--- config.mk ---
export PLATFORM = sky130hd
export DESIGN_NAME = pci_config_cycle_forwarder
export DESIGN_NICKNAME = d
export VERILOG_FILES = /design/src/inc/cfg_fwd_pkg.sv /design/src/verilog/cfg_addr_translator.sv /design/src/verilog/pci_config_cycle_forwarder.sv
export SDC_FILE = /design/constraint.sdc
export NUM_CORES = 1
export LEC_CHECK = 0
export BUFFER_PORTS_ARGS = -buffer_cell sky130_fd_sc_hd__clkbuf_2
export CAP_MARGIN = 0
export CORE_ASPECT_RATIO = 2
export CORE_UTILIZATION = 54
export CTS_CLUSTER_DIAMETER = 40
export DETAILED_ROUTE_END_ITERATION = 8
export HOLD_SLACK_MARGIN = 0.1
export PLACE_DENSITY = 0.87
export SLEW_MARGIN = 20
export SYNTH_ARGS = -nofsm -noshare
export SYNTH_HDL_FRONTEND = slang
export SYNTH_SLANG_ARGS = --single-unit
--- constraint.sdc ---
create_clock -name ref_clk_i -period 4.7 [get_ports ref_clk_i]
set_clock_uncertainty 0.05 [all_clocks]
set_input_delay 0.705 -clock ref_clk_i [delete_from_list [all_inputs] [get_ports ref_clk_i]]
set_output_delay 0.705 -clock ref_clk_i [all_outputs]
set_load 0.005 [all_outputs]
--- src/inc/cfg_fwd_pkg.sv ---
package cfg_fwd_pkg;

  // bus commands on the command/byte-enable lines
  localparam logic [3:0] CMD_SPECIAL = 4'h1;
  localparam logic [3:0] CMD_CFG_RD = 4'ha;
  localparam logic [3:0] CMD_CFG_WR = 4'hb;

  // address format codes in ad[1:0]
  localparam logic [1:0] FMT_TYPE0 = 2'h0;
  localparam logic [1:0] FMT_TYPE1 = 2'h1;

  // field positions of a configuration address
  localparam int REG_LSB = 2;
  localparam int REG_MSB = 7;
  localparam int FUNC_LSB = 8;
  localparam int FUNC_MSB = 10;
  localparam int DEV_LSB = 11;
  localparam int DEV_MSB = 15;
  localparam int BUS_LSB = 16;
  localparam int BUS_MSB = 23;
  localparam int IDSEL_LSB = 16;
  localparam int IDSEL_BITS = 16;

  localparam logic [4:0] DEV_SPECIAL = 5'h1f;
  localparam logic [2:0] FUNC_SPECIAL = 3'h7;
  localparam logic [5:0] REG_ZERO = 6'h00;
  localparam logic [3:0] BE_ALL = 4'hf;

  // reset values
  localparam logic [31:0] DATA_RST = 32'h0000_0000;
  localparam logic [5:0] REG_RST = 6'h00;
  localparam logic [3:0] NIBBLE_RST = 4'h0;

  typedef enum logic [2:0] {
    ST_IDLE = 3'h1,
    ST_OWN = 3'h2,
    ST_RETRY = 3'h4
  } fwd_state_t;

endpackage

--- src/verilog/cfg_addr_translator.sv ---
// turns a type 1 address into its type 0 form for the secondary bus
module cfg_addr_translator (
  input wire logic [31:0] type1_addr_i,
  output logic [31:0] type0_addr_o,
  output logic special_o
);

  logic [4:0] dev;
  logic [5:0] regn;
  logic [cfg_fwd_pkg::IDSEL_BITS-1:0] idsel;

  assign dev = type1_addr_i[cfg_fwd_pkg::DEV_MSB:cfg_fwd_pkg::DEV_LSB];
  assign regn = type1_addr_i[cfg_fwd_pkg::REG_MSB:cfg_fwd_pkg::REG_LSB];

  // devices above 0fh leave every select line low
  for (genvar i = 0; i < cfg_fwd_pkg::IDSEL_BITS; i++) begin : g_idsel
    assign idsel[i] = !dev[4] && (dev[3:0] == 4'(i));
  end

  // function and register number pass through, device field zeroed
  assign type0_addr_o = {idsel, 5'h00,
    type1_addr_i[cfg_fwd_pkg::FUNC_MSB:cfg_fwd_pkg::REG_LSB],
    cfg_fwd_pkg::FMT_TYPE0};
  assign special_o = (dev == cfg_fwd_pkg::DEV_SPECIAL) &&
    (regn != cfg_fwd_pkg::REG_ZERO);

endmodule // cfg_addr_translator

--- src/verilog/pci_config_cycle_forwarder.sv ---
module pci_config_cycle_forwarder (
  input wire logic ref_clk_i,
  input wire logic sys_rst_i,
  input wire logic p_addr_valid_i,
  input wire logic [31:0] p_ad_i,
  input wire logic [3:0] primary_cmd_byte_enables_i,
  input wire logic primary_id_select_i,
  input wire logic p_frame_i,
  input wire logic p_irdy_i,
  output logic primary_device_select_n_o,
  output logic p_trdy_n_o,
  output logic p_stop_n_o,
  output logic [31:0] p_rdata_o,
  input wire logic s_addr_valid_i,
  input wire logic [31:0] s_ad_i,
  input wire logic [3:0] s_cmd_i,
  output logic s_device_select_n_o,
  output logic s_stop_n_o,
  input wire logic [7:0] primary_bus_num_i,
  input wire logic [7:0] sec_bus_num_i,
  input wire logic [7:0] sub_bus_num_i,
  output logic cfg_req_o,
  output logic cfg_write_o,
  output logic [5:0] cfg_reg_o,
  output logic [3:0] cfg_be_o,
  output logic [31:0] cfg_wdata_o,
  input wire logic [31:0] cfg_rdata_i,
  output logic fwd_valid_o,
  output logic fwd_upstream_o,
  output logic [31:0] fwd_addr_o,
  output logic [3:0] fwd_cmd_o
);

  typedef struct packed {
    cfg_fwd_pkg::fwd_state_t state;
    logic p_devsel_n;
    logic p_trdy_n;
    logic p_stop_n;
    logic [31:0] p_rdata;
    logic s_devsel_n;
    logic s_stop_n;
    logic cfg_req;
    logic cfg_write;
    logic [5:0] cfg_reg;
    logic [3:0] cfg_be;
    logic [31:0] cfg_wdata;
    logic fwd_valid;
    logic fwd_upstream;
    logic [31:0] fwd_addr;
    logic [3:0] fwd_cmd;
  } fwd_regs_t;

  fwd_regs_t cur;
  fwd_regs_t next_cur;

  logic [3:0] p_cmd;
  logic [7:0] p_bus;
  logic [7:0] s_bus;
  logic p_is_cfg;
  logic p_type0;
  logic p_type1;
  logic s_type1;
  logic own_hit;
  logic conv_hit;
  logic down_hit;
  logic up_hit;
  logic conv_special;
  logic idle;
  logic [31:0] conv_addr;

  assign p_cmd = primary_cmd_byte_enables_i;
  assign p_bus = p_ad_i[cfg_fwd_pkg::BUS_MSB:cfg_fwd_pkg::BUS_LSB];
  assign s_bus = s_ad_i[cfg_fwd_pkg::BUS_MSB:cfg_fwd_pkg::BUS_LSB];
  assign p_is_cfg = (p_cmd == cfg_fwd_pkg::CMD_CFG_RD) ||
    (p_cmd == cfg_fwd_pkg::CMD_CFG_WR);
  assign p_type0 = p_ad_i[1:0] == cfg_fwd_pkg::FMT_TYPE0;
  assign p_type1 = p_ad_i[1:0] == cfg_fwd_pkg::FMT_TYPE1;
  assign s_type1 = s_ad_i[1:0] == cfg_fwd_pkg::FMT_TYPE1;
  assign idle = cur.state == cfg_fwd_pkg::ST_IDLE;

  assign own_hit = p_addr_valid_i && p_is_cfg && p_type0 &&
    primary_id_select_i;
  assign conv_hit = p_addr_valid_i && p_is_cfg && p_type1 &&
    (p_bus == sec_bus_num_i);
  assign down_hit = p_addr_valid_i && p_is_cfg && p_type1 &&
    (p_bus > sec_bus_num_i) && (p_bus <= sub_bus_num_i);
  // type 0 on the secondary side never qualifies here
  assign up_hit = s_addr_valid_i && (s_cmd_i == cfg_fwd_pkg::CMD_CFG_WR) &&
    s_type1 && ((s_bus < sec_bus_num_i) || (s_bus > sub_bus_num_i)) &&
    (s_ad_i[cfg_fwd_pkg::DEV_MSB:cfg_fwd_pkg::DEV_LSB] ==
      cfg_fwd_pkg::DEV_SPECIAL) &&
    (s_ad_i[cfg_fwd_pkg::FUNC_MSB:cfg_fwd_pkg::FUNC_LSB] ==
      cfg_fwd_pkg::FUNC_SPECIAL);

  cfg_addr_translator u_xlate (
    .type1_addr_i(p_ad_i),
    .type0_addr_o(conv_addr),
    .special_o(conv_special)
  );

  always_comb begin
    next_cur = cur;
    next_cur.p_devsel_n = 1'b1;
    next_cur.p_trdy_n = 1'b1;
    next_cur.p_stop_n = 1'b1;
    next_cur.s_devsel_n = 1'b1;
    next_cur.s_stop_n = 1'b1;
    next_cur.cfg_req = 1'b0;
    next_cur.fwd_valid = 1'b0;
    case (cur.state)
      cfg_fwd_pkg::ST_IDLE: begin
        // primary wins a same-cycle tie; the secondary attempt gets neither devsel nor stop
        if (own_hit) begin
          next_cur.state = cfg_fwd_pkg::ST_OWN;
          next_cur.p_devsel_n = 1'b0;
          next_cur.cfg_write = p_cmd == cfg_fwd_pkg::CMD_CFG_WR;
          next_cur.cfg_reg =
            p_ad_i[cfg_fwd_pkg::REG_MSB:cfg_fwd_pkg::REG_LSB];
        end else if (conv_hit || down_hit) begin
          // delayed: register the request, tell the initiator to retry
          next_cur.state = cfg_fwd_pkg::ST_RETRY;
          next_cur.p_devsel_n = 1'b0;
          next_cur.p_stop_n = 1'b0;
          next_cur.fwd_valid = 1'b1;
          next_cur.fwd_upstream = 1'b0;
          if (conv_hit && conv_special &&
              (p_cmd == cfg_fwd_pkg::CMD_CFG_WR)) begin
            next_cur.fwd_addr = p_ad_i;
            next_cur.fwd_cmd = cfg_fwd_pkg::CMD_SPECIAL;
          end else if (conv_hit) begin
            next_cur.fwd_addr = conv_addr;
            next_cur.fwd_cmd = p_cmd;
          end else begin
            next_cur.fwd_addr = p_ad_i;
            next_cur.fwd_cmd = p_cmd;
          end
        end else if (up_hit) begin
          next_cur.state = cfg_fwd_pkg::ST_RETRY;
          next_cur.s_devsel_n = 1'b0;
          next_cur.s_stop_n = 1'b0;
          next_cur.fwd_valid = 1'b1;
          next_cur.fwd_upstream = 1'b1;
          next_cur.fwd_addr = s_ad_i;
          next_cur.fwd_cmd = (s_bus == primary_bus_num_i) ?
            cfg_fwd_pkg::CMD_SPECIAL : s_cmd_i;
        end
      end
      cfg_fwd_pkg::ST_OWN: begin
        next_cur.p_devsel_n = 1'b0;
        if (p_irdy_i) begin
          // no buffer involved, so the transfer never waits or retries
          next_cur.state = cfg_fwd_pkg::ST_IDLE;
          next_cur.p_trdy_n = 1'b0;
          next_cur.p_stop_n = !p_frame_i;
          next_cur.cfg_req = 1'b1;
          next_cur.cfg_wdata = p_ad_i;
          next_cur.cfg_be = cur.cfg_write ? p_cmd : cfg_fwd_pkg::BE_ALL;
          next_cur.p_rdata = cfg_rdata_i;
        end
      end
      cfg_fwd_pkg::ST_RETRY: begin
        next_cur.state = cfg_fwd_pkg::ST_IDLE;
      end
      default: begin
        next_cur.state = cfg_fwd_pkg::ST_IDLE;
      end
    endcase
  end

  always_ff @(posedge ref_clk_i) begin
    if (sys_rst_i) begin
      cur.state <= cfg_fwd_pkg::ST_IDLE;
      cur.p_devsel_n <= 1'b1;
      cur.p_trdy_n <= 1'b1;
      cur.p_stop_n <= 1'b1;
      cur.p_rdata <= cfg_fwd_pkg::DATA_RST;
      cur.s_devsel_n <= 1'b1;
      cur.s_stop_n <= 1'b1;
      cur.cfg_req <= 1'b0;
      cur.cfg_write <= 1'b0;
      cur.cfg_reg <= cfg_fwd_pkg::REG_RST;
      cur.cfg_be <= cfg_fwd_pkg::NIBBLE_RST;
      cur.cfg_wdata <= cfg_fwd_pkg::DATA_RST;
      cur.fwd_valid <= 1'b0;
      cur.fwd_upstream <= 1'b0;
      cur.fwd_addr <= cfg_fwd_pkg::DATA_RST;
      cur.fwd_cmd <= cfg_fwd_pkg::NIBBLE_RST;
    end else begin
      cur <= next_cur;
    end
  end

  assign primary_device_select_n_o = cur.p_devsel_n;
  assign p_trdy_n_o = cur.p_trdy_n;
  assign p_stop_n_o = cur.p_stop_n;
  assign p_rdata_o = cur.p_rdata;
  assign s_device_select_n_o = cur.s_devsel_n;
  assign s_stop_n_o = cur.s_stop_n;
  assign cfg_req_o = cur.cfg_req;
  assign cfg_write_o = cur.cfg_write;
  assign cfg_reg_o = cur.cfg_reg;
  assign cfg_be_o = cur.cfg_be;
  assign cfg_wdata_o = cur.cfg_wdata;
  assign fwd_valid_o = cur.fwd_valid;
  assign fwd_upstream_o = cur.fwd_upstream;
  assign fwd_addr_o = cur.fwd_addr;
  assign fwd_cmd_o = cur.fwd_cmd;
endmodule // pci_config_cycle_forwarder

---- Word-level counts from Yosys, hierarchy flattened ----
Index checks and enable logic that the tools add are counted.
cells by class
  $lt $le $gt $ge ......................... 4
  eq/ne operators ......................... 29
  mux-type cells .......................... 18
  bitwise operators ....................... 3
  reduce and logical (&&, ||, !) cells .... 47
operators with widths
  cell                count
  $mux 38             2
  $mux 36             2
  $eq 4x4->1 const B  11
  $mux 34             1
  $logic_and 1x1->1   31
  $eq 4x3->1 const B  4
  $eq 8x8->1          2
  $gt 8x8->1          2
  $mux 4              3
  $eq 5x5->1 const B  2
  $mux 3              3
  $eq 4x2->1 const B  2
  $le 8x8->1          1
  $lt 8x8->1          1
  $pmux 3 s2          1
  $reduce_and 2->1    3
  $reduce_bool 6->1   1
  $eq 2x1->1 const B  2
  $eq 4x1->1 const B  1
  $logic_not 4->1     1
  $ne 4x3->1 const B  1
  $pmux 1 s2          2
  $reduce_or 4->1     1
  $eq 3x1->1 const B  1
  other kinds (13)    20
storage, ports and cells
  bits in registers ....................... 122
  output and inout bits ................... 119
  word-level logic and storage cells ...... 117

---- Depth between registers and ports, before layout ----
  word-level depth ........................ 10
  mapped depth ............................ 11
  gate-level depth less buffers ........... 9

---- Hierarchy ----
From an unflattened synthesis, not the netlist that was laid out.
unflattened totals
  cell total of the unflattened synthesis .. 889
  area, all modules ....................... 7024.2 um2
by module, submodules not included
  module                      times used  cells an instance  area each (um2)  sequential area each (um2)
  pci_config_cycle_forwarder  1           842                6726.5           2422.3
  cfg_addr_translator         1           47                 297.8            0.0

---- Worst setup path before layout ----
Ideal clock, no wire load.
  kind .................................... input to register
  from .................................... input sec_bus_num_i[6]
  to ...................................... register cur, in the netlist fwd_addr_o[19]
  setup time .............................. 0.119 ns
  data arrival time ....................... 2.435 ns
  required time ........................... 4.531 ns
  slack ................................... 2.096 ns
  stages on the path ...................... 9
  cell sequence ........................... inv_1 ha_1 and4_4 a221o_1 a21oi_2 o21a_1 nand2_1 buf_4 o221a_1
on the way
  longest elaborated chain between the ends .. 7
  elaborated cells between the ends (all ways) .. 18
ends and longest elaborated chain
  what                             RTL line                           text
  start: declaration               pci_config_cycle_forwarder.sv:20   input wire logic [7:0] sec_bus_num_i,
  $lt 8x8->1                       pci_config_cycle_forwarder.sv:89   s_type1 && ((s_bus < sec_bus_num_i) || (s_bus > sub_bus_num_i)) &&
  $logic_or 1x1->1                 pci_config_cycle_forwarder.sv:89
  $logic_and 1x1->1 (2 in series)  pci_config_cycle_forwarder.sv:89
  $logic_and 1x1->1                pci_config_cycle_forwarder.sv:91   cfg_fwd_pkg::DEV_SPECIAL) &&
  $reduce_bool 2->1 (no line)      n/a
  $reduce_and 3->1 (no line)       n/a
  end signal: assignment           pci_config_cycle_forwarder.sv:189  cur <= next_cur;
  end: declaration                 pci_config_cycle_forwarder.sv:53   fwd_regs_t cur;
Parallel ways exist; a longest one is shown, timed or not.
A chain may end at the register's enable or synchronous reset.

---- Worst setup path in the final report ----
  from .................................... input p_ad_i[19]
  to ...................................... register cur, in the netlist fwd_addr_o[24]
on the way
  longest elaborated chain between the ends .. 6
  elaborated cells between the ends (all ways) .. 14
ends and longest elaborated chain
  what                                                    RTL line                                                              text
  start: declaration                                      pci_config_cycle_forwarder.sv:5                                       input wire logic [31:0] p_ad_i,
  $gt 8x8->1 or $eq 8x8->1 (tied branches)                pci_config_cycle_forwarder.sv:86, pci_config_cycle_forwarder.sv:84
  $logic_and 1x1->1, on equally long branches             pci_config_cycle_forwarder.sv:85, pci_config_cycle_forwarder.sv:83
  $logic_and 1x1->1, on equally long branches             pci_config_cycle_forwarder.sv:86, pci_config_cycle_forwarder.sv:126
  $logic_or 1x1->1 or $logic_and 1x1->1 (tied branches)   pci_config_cycle_forwarder.sv:119, pci_config_cycle_forwarder.sv:126
  $reduce_bool 2->1 (no line) or $mux 36 (tied branches)  n/a
  $reduce_and 3->1 (no line) or $mux 38 (tied branches)   n/a
Parallel ways exist; a longest one is shown, timed or not.

==> out/metrics.sh <==
DP_SLACK_NS=1.493
ANTENNA_VIOLATING_NETS_POST_ROUTE=0
YOSYS.AREA.TOP_TYPE='sky130_fd_sc_hd__dfxtp_1'
SYNTH.CELL_AREA_UM2=6605
SYN-INSTANCE-COUNT=805
NUMBER_OF_BUFFERS_INSERTED_DURING_CLOCK_TREE_SYNTHESIS=17
CTSROOTBUFFERMASTER='sky130_fd_sc_hd__clkbuf_16'
CRITPATHKIND='input pin to register'
SYNTH_COMMONEST_CELLS='sky130_fd_sc_hd__nand2_1 (158), sky130_fd_sc_hd__dfxtp_1 (121), sky130_fd_sc_hd__buf_4 (114)'
YS.WARNINGS.COUNT=0
CTS.REPORTEDPATHS.CLKPINSLEW_NS=0.06
CRITICAL_PATH.REG2REG.STARTPOINT='cur[120]$_SDFFE_PP0P_'
TOP_LEVEL_PORTS=254
YS_ASYNC_SR_FRACTION_PCT=0
DRT_DRC_VIOLATIONS_LEFT=0
LARGEST_FANOUT_ON_THE_CRITICAL_PATH=19
FIRST_PASS_GRT_WIRE_LENGTH_UM=29380
DIODES=0
POST_CTS.REPAIR.SETUP_BUFFERS=0
YOSYSSEQAREASHARE_PCT=36.67
OVERFLOW=0
CORE.ROWCOUNT=56
VIAS_IN_THE_FIRST_GLOBAL_ROUTE=6133
FINAL_PERIOD_MINUS_WORST_SETUP_SLACK_NS=2.837
CTS_HTREE_LEVELS=4
SYNTH-EDFF-COUNT=0
LARGEST_NET_DEGREE_AT_THE_START_OF_GLOBAL_ROUTING=58
CLK_LATENCY_NS=0.41
POST_ROUTE_CLOCK_PERIOD_UTILIZATION_PCT=60.37
VDD_DROP_MAX_V=0.0002650
VIAS_PER_CELL=5.579
SYNTH_MOST_COMMON_CELL='sky130_fd_sc_hd__nand2_1'
MAX_SLEW.WORST_PIN.SLEW_NS=0.7261
WORST_HOLD_PATH.NUM_CELLS=2
NUM-NETS-FINAL=1098
FINISH.CELL_COUNT_WITHOUT_FILLERS=1089
MIN-DELAY-PATH-CLASS='register to register'
POWER.DENSITY_nW_PER_UM2=330.2
REPORT.FINAL.SLEW_VIOL_COUNT=0
CRITICAL_PATH_REQUIRED_NS=5.00
START_UTIL_PCT=55.78
FINAL_LAYOUT_SIZE_SUFFIX_GT1_SHARE_PCT=34.75
MIN_TO='fwd_cmd_o[3]$_SDFFE_PP0P_'
FINAL.SETUP.WORST_SLACK_NS=1.863
ANTENNA_FOUND_INITIAL=0
FF2FF_PATH_DEPTH=7
REGISTER_BIT_COUNT_REPORTED_BY_YOSYS=121
FINALHOLDVIOLCOUNT=0
P_LEAK_nW=3.307
CTS_TREE='done'
MAX-CAP-VIOLATIONS=0
SETUP_REPAIR_AFTER_GLOBAL_ROUTING_MISSED_ITS_MARGIN='false'
ACHIEVABLE-FREQUENCY_GHz=0.3525
WORST_HOLD_SLACK_NS=0.3914
PLACE.GP.CONGESTION=0.8728
DETAILROUTE.VIA_COUNT=6075
SYN_AREA_PER_CELL_UM2=8.205
ROUTED_WIRE_LENGTH_PER_INSTANCE_UM=17.49
FIRST_ITER_VIOLATIONS=284
SYNTH.NET_COUNT=971
R2R_SLACK_NS=1.99
FINAL.FILL_COUNT=1060
TIMING.CRITICAL_PATH.CELLS='clkbuf_2 > ha_1 > nand4_1 > nor2_4 > nand2_1 > o21a_1 > a21oi_4 > o221a_1'
CTS.SINK_COUNT=121
SLEW-LIMIT-HEADROOM_PCT=51.59
POST_CTS_RESIZED=0
DIE-WIDTH_UM=80.21
TOTALWIRELENGTH_UM=19040
OUTCOME='complete, no violations'
PLACE_AREA_UM2=7066
CORE_UM2=11840
HOLDBUFCOUNTCTS=0
AREA_GROW_SYN2LAYOUT_PCT=15.67
DP.CELLS=1058
CTSLONGESTPATHBUFFERS=2
DIE_AREA_UM2=12700
DRT_PASS1_ITERATIONS=4
SETUP_VIOL_COUNT_FINAL=0
FP.DIEH_UM=158.4
CRITICAL-PATH-SLOWEST-CELL='sky130_fd_sc_hd__a21oi_4'
WORST_MIN_PATH_START='fwd_cmd_o[3]$_SDFFE_PP0P_'
PLACE_HPWL_UM=14630
FINAL.SETUP.TNS_NS=0
PORTBUFFERS=253
REGTOREGENDPOINT='fwd_addr_o[28]$_SDFFE_PP0P_'
LEADING_POST_SYNTHESIS_CELLS_BY_CELL_AREA='sky130_fd_sc_hd__dfxtp_1 (37%), sky130_fd_sc_hd__buf_4 (13%), sky130_fd_sc_hd__nand2_1 (9.0%), sky130_fd_sc_hd__a21oi_1 (7.4%), sky130_fd_sc_hd__ha_1 (5.9%)'
GRT_UTIL_OVERALL_PCT=31.03
CRIT_PATH_MAX_INCR_DELAY_NS=0.56
FINAL_AREA_UM2=7640
CRITICAL_PATH_ARRIVAL_NS=3.14
SYNTHDOMINANTCELLAREASHARE_PCT=36.67
STARTPOINT_TYPE='input pin'
SYNTH_FLOP_CELL='sky130_fd_sc_hd__dfxtp_1'
SYNTH_UNIQUE_CELLS=60
WORST_SETUP_PATH_END_KIND='register'
## registers in the layout, summed over array words and instances, names as in the netlist
| signal | cells |
|---|---|
| fwd_addr_o | 32 |
| cfg_req_o | 1 |
| s_device_select_n_o | 1 |
| p_trdy_n_o | 1 |
| cfg_wdata_o | 32 |
| p_stop_n_o | 1 |
| cfg_be_o | 4 |
| primary_device_select_n_o | 1 |
| fwd_upstream_o | 1 |
| fwd_valid_o | 1 |
| p_rdata_o | 32 |
| fwd_cmd_o | 4 |
| cfg_reg_o | 6 |
| cur | 3 |
| cfg_write_o | 1 |
## cell type report
cell class / instances / area [um2] / share of cell area, %
inverter: 37 / 138.9 / 1.818
clock inverter: 14 / 148.9 / 1.949
tap: 145 / 181.4 / 2.375
sequential: 121 / 2422 / 31.71
multi-input combinational: 499 / 3032 / 39.68
timing repair buffer: 256 / 1291 / 16.90
clock buffer: 17 / 425.4 / 5.568
## where the power goes
part           switching (mW)  leakage (nW)  internal [mW]
Clock                   0.500         0.272          0.779
Sequential            0.00129         0.974           1.03
Combinational           0.126          2.06         0.0888
## worst max-delay path by stage
stage	to	start	cells after the start	slack (ns)
after floorplan	fwd_addr_o[19]$_SDFFE_PP0P_	sec_bus_num_i[6]	9	2.10
after global placement	fwd_cmd_o[0]$_SDFFE_PP0P_	p_ad_i[19]	8	1.54
after detailed placement	fwd_addr_o[21]$_SDFFE_PP0P_	p_ad_i[19]	8	1.49
after CTS	fwd_addr_o[24]$_SDFFE_PP0P_	p_ad_i[19]	8	1.89
after global routing	fwd_addr_o[24]$_SDFFE_PP0P_	p_ad_i[19]	8	1.72
final	fwd_addr_o[24]$_SDFFE_PP0P_	p_ad_i[19]	8	1.86
## worst max-delay path: cells and delay by family
kind / cells / cell delay (ns)
simple gates: 3 / 0.72
compound gates: 3 / 1.20
buf+inv: 1 / 0.16
fa+ha+maj: 1 / 0.35
## layer usage
layer / vias to the layer above / wire length (um) / part of all wire, % / GRT usage, %
met5: - / 0 / 0 / 0
li1: 2930 / - / - / -
met4: 0 / 1223 / 6.4 / 23.55
met3: 82 / 1122 / 5.9 / 9.112
met2: 273 / 10320 / 54 / 56.21
met1: 2790 / 6381 / 34 / 28.29
## stage by stage
step	total power, mW	utilization [%]
detailed placement	1.262	59.67
CTS	2.534	64.52
global placement	1.256	59.67
global route	2.613	64.52
finish	2.523	64.52
floorplan	1.154	-
## layout by cell type, fill, tap and decap left out, types with 7 or more instances in the layout
cell type	n
sky130_fd_sc_hd__o221a_2	7
sky130_fd_sc_hd__clkbuf_2	252
sky130_fd_sc_hd__nor3_1	8
sky130_fd_sc_hd__nand4_1	10
sky130_fd_sc_hd__a211oi_1	14
sky130_fd_sc_hd__dfxtp_1	121
sky130_fd_sc_hd__xnor2_1	8
sky130_fd_sc_hd__ha_1	31
sky130_fd_sc_hd__a21oi_1	98
sky130_fd_sc_hd__nor2_1	27
sky130_fd_sc_hd__nand2_1	157
sky130_fd_sc_hd__o21ai_0	16
sky130_fd_sc_hd__nor4_1	8
sky130_fd_sc_hd__a21oi_2	10
sky130_fd_sc_hd__nand3_1	12
sky130_fd_sc_hd__o221a_1	10
sky130_fd_sc_hd__inv_1	37
sky130_fd_sc_hd__clkbuf_16	17
## logic make-up (layout without fill, tap and decap cells)
group / after synthesis / in the layout / synth area share [%]
compound gates: 197 / 197 / 20.08
xor+xnor: 8 / 8 / 1.061
fa+ha+maj: 31 / 31 / 5.872
buf+inv: 185 / 324 / 17.48
flops: 121 / 121 / 36.67
simple gates: 263 / 263 / 18.83
(Power assumes the default switching activity.)
